`src/hdl/flash_status_pkg.sv`:
```
// Package: constants and carrier types for the flash status readout block
package flash_status_pkg;

    // ==========================================================
    // Command and status word layout
    // ==========================================================
    localparam logic [7:0] OPCODE_READ_STATUS = 8'hd7;
    localparam int         BYTE_BITS          = 8;
    localparam int         POS_READY          = 7;
    localparam int         POS_COMPARE        = 6;
    localparam int         POS_DENSITY_LO     = 2;
    localparam int         POS_PROTECT        = 1;
    localparam int         POS_PAGE_512       = 0;
    localparam int         POS_FAULT          = 5;
    localparam logic [2:0] RESERVED_LOW_VALUE = 3'h0;

    // ==========================================================
    // Values after reset
    // ==========================================================
    localparam logic RESET_COMPARE = 1'h0;
    localparam logic RESET_FAULT   = 1'h0;
    localparam logic RESET_CS_N    = 1'h1;

    // ==========================================================
    // Types
    // ==========================================================
    typedef enum logic [3:0] {
        PH_IDLE   = 4'h1,
        PH_OPCODE = 4'h2,
        PH_STATUS = 4'h4,
        PH_IGNORE = 4'h8
    } phase_type;

    typedef struct packed {
        logic sck;
        logic cs_n;
        logic si;
    } spi_pins_type;

    typedef struct packed {
        logic busy;
        logic protect;
        logic page_512;
        logic comp_done;
        logic comp_mismatch;
        logic op_done;
        logic op_fault;
        logic op_abort;
    } core_status_type;

    typedef struct packed {
        spi_pins_type sync1;
        spi_pins_type sync2;
        spi_pins_type sync3;
        spi_pins_type lvl;
        phase_type    phase;
        logic [2:0]   bit_cnt;
        logic [7:0]   opcode;
        logic         byte_sel;
        logic [6:0]   shift;
        logic         so;
        logic         so_oe;
        logic         comp;
        logic         write_erase_fault;
    } state_type;

endpackage

```
`src/hdl/flash_status_readout.sv`:
```
// Module: serial status-word readout of a flash device, sampled on the system clock
`timescale 1ns/1ps

module flash_status_readout #(
    // Arbitrary value; replace with the product's own capacity code
    parameter logic [3:0] DENSITY_CODE = 4'h5
) (
    input  wire logic                              i_clk_sys, // 250 MHz system clock
    input  wire logic                              i_rstn,    // Async reset, active low
    input  wire flash_status_pkg::spi_pins_type    i_spi,     // Raw pins sck, cs_n, si
    input  wire flash_status_pkg::core_status_type i_core,    // Internal engine status
    output logic                                   o_so,      // Serial data out value
    output logic                                   o_so_oe,   // Serial out drive enable
    output logic [7:0]                             o_status_byte_one, // Live byte one
    output logic [7:0]                             o_status_byte_two  // Live byte two
);

    // ==========================================================
    // State and pin filtering
    // ==========================================================
    flash_status_pkg::state_type s;
    flash_status_pkg::state_type next_s;

    logic [7:0] status_byte_one;
    logic [7:0] status_byte_two;
    logic [7:0] opcode_in;
    logic [7:0] byte_now;
    logic       sck_rise;
    logic       sck_fall;
    logic       cs_fall;
    logic       cs_rise;
    logic       cs_high;

    // A pin change counts only once stages two and three agree
    assign sck_rise = (s.sync2.sck == s.sync3.sck) && s.sync3.sck && !s.lvl.sck;
    assign sck_fall = (s.sync2.sck == s.sync3.sck) && !s.sync3.sck && s.lvl.sck;
    assign cs_fall  = (s.sync2.cs_n == s.sync3.cs_n) && !s.sync3.cs_n && s.lvl.cs_n;
    assign cs_rise  = (s.sync2.cs_n == s.sync3.cs_n) && s.sync3.cs_n && !s.lvl.cs_n;
    assign cs_high  = s.lvl.cs_n;

    // ==========================================================
    // Status word, built every cycle from live inputs and the held compare and fault flags
    // ==========================================================
    always_comb
    begin
        status_byte_one = 8'h00;
        status_byte_one[flash_status_pkg::POS_READY]    = !i_core.busy;
        status_byte_one[flash_status_pkg::POS_COMPARE]  = s.comp;
        status_byte_one[flash_status_pkg::POS_DENSITY_LO +: 4] = DENSITY_CODE;
        status_byte_one[flash_status_pkg::POS_PROTECT]  = i_core.protect;
        status_byte_one[flash_status_pkg::POS_PAGE_512] = i_core.page_512;
        status_byte_two = 8'h00;
        status_byte_two[flash_status_pkg::POS_READY]    = !i_core.busy;
        status_byte_two[flash_status_pkg::POS_FAULT]    = s.write_erase_fault;
        status_byte_two[2:0] = flash_status_pkg::RESERVED_LOW_VALUE;
    end

    assign opcode_in = {s.opcode[6:0], s.lvl.si};
    assign byte_now  = s.byte_sel ? status_byte_two : status_byte_one;

    // ==========================================================
    // Next state
    // ==========================================================
    always_comb
    begin
        next_s       = s;
        next_s.sync1 = i_spi;
        next_s.sync2 = s.sync1;
        next_s.sync3 = s.sync2;
        if (s.sync2.sck == s.sync3.sck)
        begin
            next_s.lvl.sck = s.sync3.sck;
        end
        if (s.sync2.cs_n == s.sync3.cs_n)
        begin
            next_s.lvl.cs_n = s.sync3.cs_n;
        end
        if (s.sync2.si == s.sync3.si)
        begin
            next_s.lvl.si = s.sync3.si;
        end

        // Flags held here are set only by the internal engines, never by the link
        if (i_core.comp_done)
        begin
            next_s.comp = i_core.comp_mismatch;
        end
        // Completion wins over a simultaneous abort; an abort alone leaves it be
        if (i_core.op_done)
        begin
            next_s.write_erase_fault = i_core.op_fault;
        end

        case (s.phase)
            flash_status_pkg::PH_IDLE:
            begin
                next_s.so_oe = 1'b0;
                if (cs_fall)
                begin
                    next_s.phase   = flash_status_pkg::PH_OPCODE;
                    next_s.bit_cnt = 3'h0;
                end
            end
            flash_status_pkg::PH_OPCODE:
            begin
                if (sck_rise)
                begin
                    // Opcode arrives MSB first on the rising edge
                    next_s.opcode  = opcode_in;
                    next_s.bit_cnt = s.bit_cnt + 3'h1;
                    if (s.bit_cnt == 3'h7)
                    begin
                        // Accepted regardless of busy
                        if (opcode_in == flash_status_pkg::OPCODE_READ_STATUS)
                        begin
                            next_s.phase    = flash_status_pkg::PH_STATUS;
                            next_s.bit_cnt  = 3'h0;
                            next_s.byte_sel = 1'b0;
                        end
                        else
                        begin
                            next_s.phase = flash_status_pkg::PH_IGNORE;
                        end
                    end
                end
            end
            flash_status_pkg::PH_STATUS:
            begin
                if (sck_fall)
                begin
                    next_s.so_oe   = 1'b1;
                    next_s.bit_cnt = s.bit_cnt + 3'h1;
                    if (s.bit_cnt == 3'h0)
                    begin
                        // Load a fresh byte at each byte start
                        next_s.so    = byte_now[7];
                        next_s.shift = byte_now[6:0];
                    end
                    else
                    begin
                        next_s.so    = s.shift[6];
                        next_s.shift = {s.shift[5:0], 1'b0};
                    end
                    if (s.bit_cnt == 3'h7)
                    begin
                        next_s.byte_sel = !s.byte_sel;
                    end
                end
            end
            flash_status_pkg::PH_IGNORE:
            begin
                next_s.so_oe = 1'b0;
            end
            default:
            begin
                next_s.phase = flash_status_pkg::PH_IDLE;
                next_s.so_oe = 1'b0;
            end
        endcase

        // Select release ends any phase at any bit position
        if (cs_rise || (cs_high && s.phase != flash_status_pkg::PH_IDLE))
        begin
            next_s.phase = flash_status_pkg::PH_IDLE;
            next_s.so_oe = 1'b0;
        end
    end

    // ==========================================================
    // Registers
    // ==========================================================
    always_ff @(posedge i_clk_sys or negedge i_rstn)
    begin
        if (!i_rstn)
        begin
            s                   <= '0;
            s.phase             <= flash_status_pkg::PH_IDLE;
            s.sync1.cs_n        <= flash_status_pkg::RESET_CS_N;
            s.sync2.cs_n        <= flash_status_pkg::RESET_CS_N;
            s.sync3.cs_n        <= flash_status_pkg::RESET_CS_N;
            s.lvl.cs_n          <= flash_status_pkg::RESET_CS_N;
            s.comp              <= flash_status_pkg::RESET_COMPARE;
            s.write_erase_fault <= flash_status_pkg::RESET_FAULT;
        end
        else
        begin
            s <= next_s;
        end
    end

    // Link offers no write path: the status bytes only leave the block
    assign o_so              = s.so;
    assign o_so_oe           = s.so_oe;
    assign o_status_byte_one = status_byte_one;
    assign o_status_byte_two = status_byte_two;

    // ==========================================================
    // Assertions
    // ==========================================================
    logic byte_start;
    assign byte_start = sck_fall && (s.phase == flash_status_pkg::PH_STATUS);

    // Byte loads while select is held; the seven bits after bit 7 wait in shift
    logic load_one;
    logic load_two;
    assign load_one = byte_start && s.bit_cnt == 3'h0 && !s.byte_sel && !cs_high && !cs_rise;
    assign load_two = byte_start && s.bit_cnt == 3'h0 && s.byte_sel && !cs_high && !cs_rise;

    chk_opcode_entry: assert property (@(posedge i_clk_sys) disable iff (!i_rstn)
        (s.phase == flash_status_pkg::PH_OPCODE && sck_rise && s.bit_cnt == 3'h7
         && opcode_in == flash_status_pkg::OPCODE_READ_STATUS && !cs_rise && !cs_high)
        |=> (s.phase == flash_status_pkg::PH_STATUS && s.bit_cnt == 3'h0))
        else $error("read status opcode not accepted");

    chk_busy_accept: assert property (@(posedge i_clk_sys) disable iff (!i_rstn)
        (i_core.busy && s.phase == flash_status_pkg::PH_OPCODE && sck_rise
         && s.bit_cnt == 3'h7 && opcode_in == flash_status_pkg::OPCODE_READ_STATUS
         && !cs_high && !cs_rise)
        |=> s.phase == flash_status_pkg::PH_STATUS)
        else $error("status read refused while busy");

    chk_byte_wrap: assert property (@(posedge i_clk_sys) disable iff (!i_rstn)
        (byte_start && s.bit_cnt == 3'h7 && !cs_high && !cs_rise)
        |=> (s.byte_sel != $past(s.byte_sel) && s.bit_cnt == 3'h0))
        else $error("status byte did not alternate");

    chk_ready_fresh: assert property (@(posedge i_clk_sys) disable iff (!i_rstn)
        (byte_start && s.bit_cnt == 3'h0 && !cs_high && !cs_rise)
        |=> (o_so == !$past(i_core.busy) && o_so_oe))
        else $error("ready bit not fresh at byte start");

    chk_reserved_zero: assert property (@(posedge i_clk_sys) disable iff (!i_rstn)
        (byte_start && s.byte_sel && (s.bit_cnt == 3'h1 || s.bit_cnt == 3'h3
         || s.bit_cnt == 3'h4) && !cs_high && !cs_rise)
        |=> !o_so)
        else $error("reserved bit of byte two not zero");

    chk_release_idle: assert property (@(posedge i_clk_sys) disable iff (!i_rstn)
        cs_rise |=> (s.phase == flash_status_pkg::PH_IDLE && !o_so_oe))
        else $error("output still driven after select release");

    chk_oe_hold_off: assert property (@(posedge i_clk_sys) disable iff (!i_rstn)
        (cs_high && s.lvl.cs_n) |=> ##1 !o_so_oe)
        else $error("output driven while deselected");

    chk_fault_update: assert property (@(posedge i_clk_sys) disable iff (!i_rstn)
        i_core.op_done |=> s.write_erase_fault == $past(i_core.op_fault))
        else $error("fault flag not updated on completion");

    chk_abort_keep: assert property (@(posedge i_clk_sys) disable iff (!i_rstn)
        (i_core.op_abort && !i_core.op_done)
        |=> $stable(s.write_erase_fault))
        else $error("abort changed the fault flag");

    chk_compare_result: assert property (@(posedge i_clk_sys) disable iff (!i_rstn)
        i_core.comp_done |=> (s.comp == $past(i_core.comp_mismatch)
         && status_byte_one[flash_status_pkg::POS_COMPARE] == $past(i_core.comp_mismatch)))
        else $error("compare result not captured");

    // Field placement is checked at the load, where a misplaced bit cannot hide
    chk_density_code: assert property (@(posedge i_clk_sys) disable iff (!i_rstn)
        load_one |=> s.shift[5:2] == DENSITY_CODE)
        else $error("density code not loaded into byte one");

    chk_protect_page: assert property (@(posedge i_clk_sys) disable iff (!i_rstn)
        load_one |=> s.shift[1:0] == $past({i_core.protect, i_core.page_512}))
        else $error("protect or page size bit not loaded");

    chk_compare_bit: assert property (@(posedge i_clk_sys) disable iff (!i_rstn)
        load_one |=> s.shift[6] == $past(s.comp))
        else $error("compare bit not loaded into byte one");

    chk_fault_bit: assert property (@(posedge i_clk_sys) disable iff (!i_rstn)
        load_two |=> s.shift[5] == $past(s.write_erase_fault))
        else $error("fault bit not loaded into byte two");

    chk_reserved_load: assert property (@(posedge i_clk_sys) disable iff (!i_rstn)
        load_two |=> {s.shift[6], s.shift[4:3]} == 3'h0)
        else $error("reserved bits of byte two loaded nonzero");

    chk_shift_order: assert property (@(posedge i_clk_sys) disable iff (!i_rstn)
        (byte_start && s.bit_cnt != 3'h0 && !cs_high && !cs_rise)
        |=> (o_so == $past(s.shift[6]) && o_so_oe))
        else $error("status bit not shifted out in order");

    chk_status_hold: assert property (@(posedge i_clk_sys) disable iff (!i_rstn)
        (s.phase == flash_status_pkg::PH_STATUS && !sck_fall) |=> $stable(o_so))
        else $error("serial output moved without a clock fall");

    chk_idle_undriven: assert property (@(posedge i_clk_sys) disable iff (!i_rstn)
        s.phase == flash_status_pkg::PH_IDLE |=> !o_so_oe)
        else $error("output driven after returning to idle");

    chk_ignore_quiet: assert property (@(posedge i_clk_sys) disable iff (!i_rstn)
        s.phase == flash_status_pkg::PH_IGNORE |-> !o_so_oe)
        else $error("output driven after an unknown opcode");

    chk_opcode_reject: assert property (@(posedge i_clk_sys) disable iff (!i_rstn)
        (s.phase == flash_status_pkg::PH_OPCODE && sck_rise && s.bit_cnt == 3'h7
         && opcode_in != flash_status_pkg::OPCODE_READ_STATUS && !cs_rise && !cs_high)
        |=> s.phase == flash_status_pkg::PH_IGNORE)
        else $error("unknown opcode not ignored");

    chk_entry_sel: assert property (@(posedge i_clk_sys) disable iff (!i_rstn)
        $rose(s.phase == flash_status_pkg::PH_STATUS) |-> !s.byte_sel)
        else $error("status read did not start with byte one");

    cov_status_read: cover property (@(posedge i_clk_sys) disable iff (!i_rstn)
        s.phase == flash_status_pkg::PH_OPCODE ##1 s.phase == flash_status_pkg::PH_STATUS);

    cov_second_pass: cover property (@(posedge i_clk_sys) disable iff (!i_rstn)
        byte_start && s.bit_cnt == 3'h7 && s.byte_sel);

    cov_mid_byte_end: cover property (@(posedge i_clk_sys) disable iff (!i_rstn)
        cs_rise && s.phase == flash_status_pkg::PH_STATUS && s.bit_cnt != 3'h0);

    cov_ready_rise: cover property (@(posedge i_clk_sys) disable iff (!i_rstn)
        s.phase == flash_status_pkg::PH_STATUS && $fell(i_core.busy));

    cov_opcode_reject: cover property (@(posedge i_clk_sys) disable iff (!i_rstn)
        s.phase == flash_status_pkg::PH_OPCODE ##1 s.phase == flash_status_pkg::PH_IGNORE);

endmodule // flash_status_readout

```
`config.mk`:
```
export PLATFORM = sky130hd
export DESIGN_NAME = flash_status_readout
export DESIGN_NICKNAME = d
export VERILOG_FILES = /design/src/hdl/flash_status_pkg.sv /design/src/hdl/flash_status_readout.sv
export SDC_FILE = /design/constraint.sdc
export NUM_CORES = 1
export LEC_CHECK = 0
export BUFFER_PORTS_ARGS = -buffer_cell sky130_fd_sc_hd__buf_2
export CAP_MARGIN = 20
export CORE_MARGIN = 2
export CORE_UTILIZATION = 35
export CTS_CLUSTER_DIAMETER = 40
export DETAILED_ROUTE_END_ITERATION = 8
export PLACE_DENSITY = 0.63
export SLEW_MARGIN = 10
export SYNTH_ARGS = -nofsm -noshare
export SYNTH_HDL_FRONTEND = slang
export SYNTH_SLANG_ARGS = --single-unit
```
`constraint.sdc`:
```
create_clock -name i_clk_sys -period 1.79 [get_ports i_clk_sys]
set_input_delay 0.179 -clock i_clk_sys [delete_from_list [all_inputs] [get_ports i_clk_sys]]
set_output_delay 0.179 -clock i_clk_sys [all_outputs]
set_load 0.005 [all_outputs]
```
; Yosys cells after proc, flatten, opt, wreduce, memory -nomap -nowiden
; Cells that the tools add are included.
[totals]
register_bits = 39
latch_bits = 0
mem_bits_rw = 0
mem_bits_ro = 0
output_inout_bits = 18
wordCells = 88
mem_count = 0
[op_classes]
addsub = 1
mul = 0
div_mod_pow = 0
magnitude_cmp = 0
eq_ne = 22
n_shift = 0
muxes = 18
bitwise_logic = 0
n_reduce_logical = 26
[op_table]
columns = cell, n
row1 = 7-bit two-way mux, 3
row2 = 16-bit two-way mux, 1
row3 = "2-bit inequality test, second input constant", 7
row4 = "3-bit inequality test, second input constant", 4
row5 = 4-bit case mux with 3 select lines, 1
row6 = 10-bit two-way mux, 1
row7 = 1-bit logical AND, 9
row8 = 3-bit case mux with 3 select lines, 1
row9 = "8-bit equality test, second input constant", 1
row10 = 4-bit two-way mux, 2
row11 = 8-bit two-way mux, 1
row12 = 4-bit AND reduction, 2
row13 = 1-bit logical NOT, 6
row14 = 3-bit two-way mux, 2
row15 = 2-bit AND reduction, 3
row16 = 6-bit AND reduction, 1
row17 = "4-bit by 1-bit equality test with 1-bit output, second input constant", 1
row18 = "4-bit by 2-bit equality test with 1-bit output, second input constant", 1
row19 = "4-bit by 3-bit equality test with 1-bit output, second input constant", 1
row20 = "4-bit equality test, second input constant", 1
row21 = 1-bit two-way mux, 4
row22 = "4-bit by 1-bit inequality test with 1-bit output, second input constant", 1
row23 = 1-bit case mux with 2 select lines, 2
row24 = "3-bit by 1-bit adder with 3-bit output, second input constant", 1
row25 = other kinds (8), 10

; Logic depth before layout (Yosys ltp)
; Gate-level depths: netlist of run 1.
[logic_depth]
ltp_word = 6
ltp_mapped = 7
mapped_depth_nobuf = 6

; Worst setup path before layout of run 1
; No wires, ideal clock.
[synth_timing]
path_type = flip-flop to flip-flop
from = register s (netlist bit next_s[32])
to = register s[11] (netlist bit)
arrival_ps = 1475
required_ps = 1665
path_slack_ps = 190
path_stages_with_launch = 6
n_path_buf = 0
cell_sequence = dfrtp_1 ha_1 nor2b_1 nand3_1 a221oi_1 mux2_2
[synth_via]
elab_chain_cells = 5
elab_cells_between_ends = 8
cone_classes = eq/ne (3) / reduce/logical (5)
[synth_rtl]
columns = item, line
row1 = "start, declared", flash_status_readout.sv:21  ; flash_status_pkg::state_type s;
row2 = "start signal, assigned", flash_status_readout.sv:187  ; s <= next_s;
row3 = 1-bit equality test (*), "flash_status_readout.sv:35, flash_status_readout.sv:36"
row4 = "1-bit logical AND, on equally long branches (2 in a row)", "flash_status_readout.sv:36, flash_status_readout.sv:35"
row5 = 2-bit inequality test (no line), n/a
row6 = 6-bit AND reduction (no line) (*), n/a
; Every way passes the cells marked *; elsewhere a longest branch is shown, timed or not.
; A chain may end at the register's enable or synchronous reset.

; Worst setup path after layout of run 1
[layout_timing]
from = register s (netlist bit opcode_in[3])
to = register s[11] (netlist bit)
[layout_via]
elab_chain_cells = 3
[layout_rtl]
columns = item, line
row1 = 8-bit equality test, flash_status_readout.sv:114  ; if (opcode_in == flash_status_pkg::OPCODE_READ_STATUS)
row2 = 2-bit inequality test (no line), n/a
row3 = 6-bit AND reduction (no line), n/a
; No other way between the ends.

==> results.toml, run 1 <==
[route]
wl_met1_microns = 1472
drc = 0
antenna_left = 0
routedWlPerCell_microns = 11.11
drt_iter0_markers = 113
wl_met3_microns = 131
vias = 1271
met2_length_microns = 1484
wl_microns = 3112
highest_layer = "met4"
drtPass1Iterations = 4
viasPerCell = 4.539

[yosys]
synth_flop_cell = "dfrtp_1"
synth_warnings = 0
yosysMostFrequentCell = "nand2_1"
ys_top_cells_by_count = "38 x nand2_1, 33 x dfrtp_1, 16 x buf_4"
yosysSeqAreaShare = 0.5026
ys_ff_latch = 38
synth_area_per_cell_sq_um = 10.13
syn_inst = 188
synthesis.area_sq_mm = 0.001904
synth_edf_count = 0
netlist.area_leader.share = 0.4336
async_reset_ff_frac = 1.000
synth.area.top_cells = "dfrtp_1 43%, nand2_1 7.5%, dfstp_2 6.9%"
yosys.area.top_type = "dfrtp_1"
ys_types = 40

[power_and_ir_drop]
peakVddDrop_uv = 397.4
clkPwrFrac = 0.396
internal_power_mw = 1.376
switchingPower_mw = 0.3733
p_seq_frac = 0.526
power.total_mw = 1.749
swShare = 0.2134
combPwrFrac = 0.078
powerDensity_mw_per_mm2 = 812.6
leakage_nw = 0.9989

[status]
status = "complete, no violations"

[worst_setup_path]
worstPathMaxFanout = 3
cp.required_ns = 1.95
crit_chain = "nor4bb_2 -> nand3_1 -> a221oi_1 -> mux2_2"
cp-start-kind = "register"
slowest_delay_ns = 0.41
cp.arrival_ns = 1.89
slowest_stage = "dfrtp_1"
crit_type = "register to register"
cp-end-kind = "register"

[floorplan]
core-area_sq_mm = 0.005172
die_area_sq_mm = 0.006047
chipWidth_microns = 77.76
die_h_microns = 77.76
start_util = 0.3682
row_count = 26
io_pins = 31

[min_path]
hp-class = "input pin to register"

[sta]
slew_viol_final = 0
fin_skew_ns = 0.006483
tns_ns = 0
fin_crit_sh = 0.9623
fin_crit_ns = 1.722
max_freq_ghz = 0.5806
finalHoldViolCount = 0
rsz0062_at_grt = "no"
finalSetupViolations = 0

[cells_and_area]
fillCellCount = 514
diodes = 0
drive_gt1_frac = 0.2190
fin_cells = 280
postLayoutCellArea_sq_mm = 0.002152
final_nets = 229
syn_to_final_growth_pct = 13.01
multi_input_area_sq_um = 798.3
layout.area.seq_sq_um = 957.2

[cts]
cts_setup_buffers = 0
root_buffer = "clkbuf_8"
cts_sinks = 38
ctsLongestPathBuffers = 2
htree_levels = 2
cts_buffers = 5
worst_skew_pair.late_latency_ns = 0.28
clk_pin_slew_ns = 0.07
cts_tree = "yes"

[grt]
gr-usage-all-layers = 0.1159
grt-ovfl-total = 0
first_global_vias = 1183
grt_pass1_wl_microns = 5451
antenna_found_initial = 0
grt_max_degree = 39

[placement]
io_buffers = 19
dpl_cell_area_sq_mm = 0.001999
placed_cells = 268
hpwl_microns = 2181
gp_congestion = 0.7793

[run]
maxCapViolations = 0
-- cells by family (layout without fill, tap and decap cells) --
logic type	after synthesis	after routing	synth area share
AOI/OAI and AO/OA	33	33	0.1097
xor gates and xnor gates	1	1	0.004600
adders and majority gates	8	8	0.05125
buffers and inverters	30	44	0.09724
DFF	38	38	0.5026
muxes	6	6	0.03351
other	2	10	0.003944
and+or+nand+nor	70	70	0.1971
-- through the flow --
stage / util / hold WS (ns) / setup slack [ns]
2_1_floorplan: - / -0.1166 / 0.1902
3_3_place_gp: 0.3866 / 0.2605 / 0.08442
3_5_place_dp: 0.3866 / 0.2584 / 0.02802
4_1_cts: 0.4149 / 0.1171 / 0.009999
5_1_grt: 0.4161 / 0.1107 / 0.0007438
6_report: 0.4161 / 0.1298 / 0.06757
-- power by group through the flow --
stage | Clock (mW) | Sequential, mW | Combinational (mW)
2_1_floorplan | 0 | 0.926 | 0.106
3_3_place_gp | 0 | 0.934 | 0.132
3_5_place_dp | 0 | 0.936 | 0.133
4_1_cts | 0.729 | 0.919 | 0.140
5_1_grt | 0.770 | 0.925 | 0.158
6_report | 0.693 | 0.919 | 0.137
-- cell usage in the layout, fill, tap and decap left out, types with 2 or more instances in the layout --
cell / synthesis / routed
dlygate4sd3_1: 0 / 4
o221ai_1: 2 / 2
nor3b_1: 2 / 2
o21ai_0: 9 / 9
dfstp_2: 5 / 5
conb_1: 2 / 10
clkbuf_8: 0 / 5
mux2_2: 3 / 3
nor4b_1: 2 / 2
mux2i_1: 3 / 3
inv_1: 8 / 8
nor4b_4: 2 / 2
buf_4: 16 / 5
nor2_1: 11 / 11
ha_1: 7 / 7
nand2b_1: 3 / 3
a31oi_1: 4 / 4
a21oi_1: 10 / 10
dfrtp_1: 33 / 33
nand3_1: 2 / 2
buf_2: 4 / 19
clkbuf_1: 1 / 2
o21ai_1: 3 / 3
nand2_1: 38 / 38
-- area by class of cell --
class,count,share of cell area
clock buffers,7,0.03547
clock inverters,1,0.01395
inverters,8,0.01395
multi-input cells,128,0.3709
flip-flops and latches,38,0.4448
well taps,70,0.04070
repair buffers,28,0.08023
-- critical path: cells and delay by family, from the launching register on --
kind | cells | cell delay [ns]
AO/OA/AOI/OAI | 1 | 0.31
multiplexers | 1 | 0.37
flip-flops | 1 | 0.41
AND/OR/NAND/NOR | 2 | 0.52
-- flip-flops by register name, indices dropped and copies added (netlist names) --
register,cells
o_so_oe,1
o_status_byte_two,1
o_so,1
cs_high,1
next_s,6
o_status_byte_one,1
opcode_in,8
s,19
-- timing repair --
item	in CTS	in global routing
resized for setup	0	1
endpoints found under the setup margin	0	1
hold buffers	4	0
hold endpoints to repair	36	0
-- per-layer routing --
layer  vias to the layer above  global-route usage
li1                        652                   -
met1                       597              0.1476
met2                        20              0.1793
met3                         2             0.05000
met4                         0             0.03214
met5                         -                   0
-- worst paths after layout --
check	startpoint	endpoint	slack, ns	cells after the start
min	i_core[3]	o_status_byte_one[6]	0.13	2
min reg2reg	next_s[33]	next_s[30]	0.36	0
max	opcode_in[3]	s[11]	0.07	4
max in group asynchronous	i_rstn	s[23]	0.97	3
max reg2reg	opcode_in[3]	s[11]	0.07	4
min in group asynchronous	i_rstn	s[10]	0.47	3
(Power assumes the default switching activity.)
==> run 2, diff against run 1 <==
Clock period 1.79 ns to 1.9 ns, I/O delays scaled along.
==> results.toml, run 2 (synthesis gave the netlist of run 1 again) <==
[cells_and_area]
largest_register = "s"
diodes = 0
postLayoutCellArea_sq_mm = 0.002138
fin_cells = 278
final_nets = 227
syn_to_final_growth_pct = 12.29
final_cell_mix = "38 x nand2_1, 33 x dfrtp_1, 19 x buf_2"
largest_register_ffs = 19
layout_commonest_cell = "nand2_1"
drive_gt1_frac = 0.2163

[sta]
tns_ns = 0
setup_ws_ns = 0.1824
slew_viol_final = 0
finalHoldViolCount = 0
fin_crit_ns = 1.718
fin_skew_ns = 0.004526
max_freq_ghz = 0.5822
finalSetupViolations = 0
fin_crit_sh = 0.9040
rsz0062_at_grt = "no"

[worst_setup_path]
cp.arrival_ns = 1.89
crit_chain = "nor4bb_1 -> nand3_1 -> a221oi_1 -> mux2_2"
cp-end-kind = "register"
slowest_delay_ns = 0.40
cp-start-kind = "register"
slowest_stage = "dfrtp_1"
path_buf_inv = 0
crit_type = "register to register"
cp.required_ns = 2.07
worstPathMaxFanout = 3
critPathTopFamily = "simple AND/OR/NAND/NOR gates"

[grt]
antenna_found_initial = 0
grt-ovfl-total = 0
grt_pass1_wl_microns = 5582
gr-usage-all-layers = 0.1164
grt_max_degree = 39
first_global_vias = 1215

[floorplan]
die_area_sq_mm = 0.006047
core-area_sq_mm = 0.005172
chipWidth_microns = 77.76
io_pins = 31
start_util = 0.3682
row_count = 26
die_h_microns = 77.76

[min_path]
hp-class = "input pin to register"

[power_and_ir_drop]
power.total_mw = 1.690
p_seq_frac = 0.514
swShare = 0.2155
combPwrFrac = 0.071
clkPwrFrac = 0.415
internal_power_mw = 1.326
leakage_nw = 0.9956
switchingPower_mw = 0.3642
peakVddDrop_uv = 413.3
powerDensity_mw_per_mm2 = 790.4

[placement]
hpwl_microns = 2142
io_buffers = 19
placed_cells = 267
pre_cts_ws_ns = 0.2059
gp_congestion = 0.7744
dpl_cell_area_sq_mm = 0.001992

[route]
vias = 1282
drt_iter0_markers = 105
viasPerCell = 4.612
drtPass1Iterations = 4
antenna_left = 0
routedWlPerCell_microns = 11.08
drc = 0
wl_microns = 3081

[status]
status = "complete, no violations"

[cts]
htree_levels = 2
worst_skew_pair.late_latency_ns = 0.28
ctsLongestPathBuffers = 2
cts_sinks = 38
cts_setup_buffers = 0
cts_buffers = 5
clk_pin_slew_ns = 0.07
cts_tree = "yes"
root_buffer = "clkbuf_8"

[run]
maxCapViolations = 0
## run 2: worst paths after layout
check / slack, ns / start / depth (start not counted) / end
setup / recovery: 0.18 / opcode_in[3] / 4 / s[11]
hold / removal: 0.01 / i_spi[2] / 1 / next_s[35]
setup reg to reg: 0.18 / opcode_in[3] / 4 / s[11]
hold reg to reg: 0.36 / next_s[33] / 0 / next_s[30]
max in group asynchronous: 1.06 / i_rstn / 3 / s[31]
min in group asynchronous: 0.48 / i_rstn / 3 / s[10]
## run 2: power groups by stage
stage	clock, mW	sequential (mW)	combinational, mW
floorplan	0	0.872	0.100
finish	0.701	0.869	0.120
global placement	0	0.884	0.116
CTS	0.724	0.869	0.122
global route	0.762	0.875	0.138
detailed placement	0	0.885	0.117
## run 2: repair_timing
item | in CTS | in global routing
hold endpoints to repair | 35 | 0
endpoints found under the setup margin | 0 | 0
hold buffers | 3 | 0
resized for setup | 0 | 0
## run 2: per-layer routing
layer	routed length (microns)	GRT usage	vias to the layer above
li1	-	-	649
met5	0	0	-
met4	37	0.05357	0
met1	1497	0.1638	603
met2	1399	0.1647	26
met3	146	0.03256	4
## run 2: cell type report
type | count | area [sq um]
clock buffer | 7 | 86.33
clock inverter | 1 | 30.03
fill | 519 | 3034
inverter | 8 | 30.03
multi-input combinational | 128 | 792.0
sequential | 38 | 957.2
tap | 70 | 87.58
timing repair buffer | 26 | 155.1
## run 2: worst register-to-register path: cells and delay by family, from the launching register on
family | cells | cell delay [ns]
AND/OR/NAND/NOR | 2 | 0.51
flip-flops | 1 | 0.40
multiplexers | 1 | 0.37
AO/OA/AOI/OAI | 1 | 0.33
## run 2: stage by stage
stage,utilization,hold WS (ns)
after floorplan,-,-0.1056
after global placement,0.3851,0.2708
after detailed placement,0.3851,0.2762
after CTS,0.4134,0.008368
after global routing,0.4134,0.01258
final,0.4134,0.01478
==> run 3, diff against run 2 <==
Settings changed: ABC_AREA from default to 1, ABC_CLOCK_PERIOD_IN_PS from default to 1900.
==> results.toml, run 3 <==
[cts]
clk_pin_slew_ns = 0.08
cts_resized = 0
ctsLongestPathBuffers = 2
cts_setup_buffers = 0
cts_tree = "yes"
cts_sinks = 38
cts_hold_buf = 3
worst_skew_pair.late_latency_ns = 0.29
htree_levels = 2
cts_buffers = 5
root_buffer = "clkbuf_8"

[route]
vias = 1357
drc = 0
drtPass1Iterations = 4
antenna_left = 0
viasPerCell = 4.392
routedWlPerCell_microns = 9.728
drt_iter0_markers = 61
wl_microns = 3006

[cells_and_area]
largest_register_ffs = 19
largest_register = "s"
fin_cells = 309
layout_commonest_cell = "nand2_1"
final_cell_mix = "43 x nand2_1, 33 x dfrtp_1, 25 x inv_1"
diodes = 0
final_nets = 256
fin_util = 0.4005
syn_to_final_growth_pct = 12.26
fillCellCount = 569
drive_gt1_frac = 0.2447

[grt]
grt_max_degree = 39
gr-usage-all-layers = 0.1125
grt_pass1_wl_microns = 5451
grt-ovfl-total = 0
first_global_vias = 1272
antenna_found_initial = 0

[power_and_ir_drop]
peakVddDrop_uv = 338.1
powerDensity_mw_per_mm2 = 953.5
power.total_mw = 2.064
leakage_nw = 1.121

[floorplan]
die_h_microns = 78.22
io_pins = 31
chipWidth_microns = 78.22
row_count = 27
core-area_sq_mm = 0.005405
start_util = 0.3567
die_area_sq_mm = 0.006118

[sta]
finalSetupViolations = 0
slew_viol_final = 0
rsz0062_at_grt = "no"
tns_ns = 0
fin_crit_sh = 0.8011
fin_crit_ns = 1.522
finalHoldViolCount = 0
fin_skew_ns = 0.007459
max_freq_ghz = 0.6570
hold_ws_ns = 0.09946

[yosys]
netlist.area_leader.share = 0.4283
ys_types = 29
yosysSeqAreaShare = 0.4964
synth_warnings = 0
synthesis.area_sq_mm = 0.001928
syn_inst = 214
yosys.area.top_type = "dfrtp_1"
synth_edf_count = 0
ys_ff_latch = 38
yosysMostFrequentCell = "nand2_1"
ys_top_cells_by_count = "43 x nand2_1, 33 x dfrtp_1, 25 x inv_1"
synth_flop_cell = "dfrtp_1"
synth.area.top_cells = "dfrtp_1 43%, nand2_1 8.4%, dfstp_2 6.8%"
async_reset_ff_frac = 1.000
synth_area_per_cell_sq_um = 9.010

[min_path]
hp-class = "input pin to register"

[placement]
io_buffers = 19
placed_cells = 297
hpwl_microns = 2190
gp_congestion = 0.8401

[worst_setup_path]
slowest_stage = "dfrtp_1"
crit_chain = "inv_1 -> ha_1 -> inv_1 -> nor2_1 -> inv_1 -> a22oi_1 -> o21ai_2"
cp-end-kind = "register"
cp-start-kind = "register"
crit_type = "register to register"
slowest_delay_ns = 0.41
worstPathMaxFanout = 7
cp.arrival_ns = 1.70
cp.required_ns = 2.08
cpMostUsedCell = "inv_1"

[run]
maxCapViolations = 0

[status]
status = "complete, no violations"
==> run 3: cell types whose count changed in the layout (fill, tap and decap cells not counted), moves of 3 or more <==
cell,before,now
nand2_2,0,3
a21oi_1,10,3
o21ai_0,9,12
nor2_1,11,16
mux2i_1,3,0
nand3_1,2,16
nand2b_1,3,0
inv_1,8,25
a31oi_1,4,1
nor2_2,0,3
nand2_1,38,43
inv_2,0,5
o21ai_2,0,5
buf_4,4,1
==> run 3: per-layer routing <==
| layer | vias up | GRT usage | wire, microns |
|---|---|---|---|
| met4 | 0 | 0.05965 | 57 |
| li1 | 692 | - | - |
| met3 | 7 | 0.03333 | 127 |
| met5 | - | 0 | 0 |
| met2 | 33 | 0.1733 | 1372 |
| met1 | 625 | 0.1426 | 1449 |
==> run 3: critical path: cells and delay by family (launching register included) <==
family | cells | cell delay [ns]
AOI/OAI and AO/OA | 2 | 0.30
adders and majority gates | 1 | 0.15
DFF | 1 | 0.41
buffers and inverters | 3 | 0.27
and+or+nand+nor | 1 | 0.29
==> run 3: worst paths after layout <==
kind	cells past startpoint	end	slack, ns	from
worst max-delay path	7	s[10]	0.38	s[20]
worst min-delay path	2	o_status_byte_two[5]	0.1	i_core[2]
worst max register to register	7	s[10]	0.38	s[20]
worst min register to register	0	next_s[30]	0.35	next_s[33]
max in group asynchronous	3	next_s[34]	1.06	i_rstn
min in group asynchronous	3	s[21]	0.48	i_rstn
==> run 3: cell families after synthesis <==
kind of cell,share of synthesized area
and+or+nand+nor,0.2141
buffers and inverters,0.1285
DFF,0.4964
AOI/OAI and AO/OA,0.07917
adders and majority gates,0.05061
muxes,0.02725
other,0.003895
==> run 3: power breakdown <==
group	total (mW)	leakage (nW)	internal [mW]	switching [mW]
logic	0.409	0.593	0.150	0.259
clock network	0.667	0.0579	0.386	0.281
registers	0.988	0.470	0.917	0.0707
total	2.06	1.12	1.45	0.610
==> run 3: layout make-up <==
| cell class | count | area (sq um) | area share |
|---|---|---|---|
| Inverter | 30 | 112.6 | 0.05202 |
| Timing Repair Buffer | 24 | 142.6 | 0.06590 |
| Sequential cell | 38 | 957.2 | 0.4422 |
| Tap cell | 72 | 90.09 | 0.04162 |
| Multi-Input combinational cell | 137 | 753.2 | 0.3480 |
| Clock buffer | 5 | 68.82 | 0.03179 |
| Clock inverter | 3 | 40.04 | 0.01850 |
==> run 3: through the flow <==
step / cell area (sq um) / worst slack (ns)
final: 2165 / 0.3780
after global routing: 2165 / 0.1356
after CTS: 2155 / 0.3543
after detailed placement: 2016 / 0.3680
after global placement: 2016 / 0.3876
after floorplan: 1958 / 0.5704
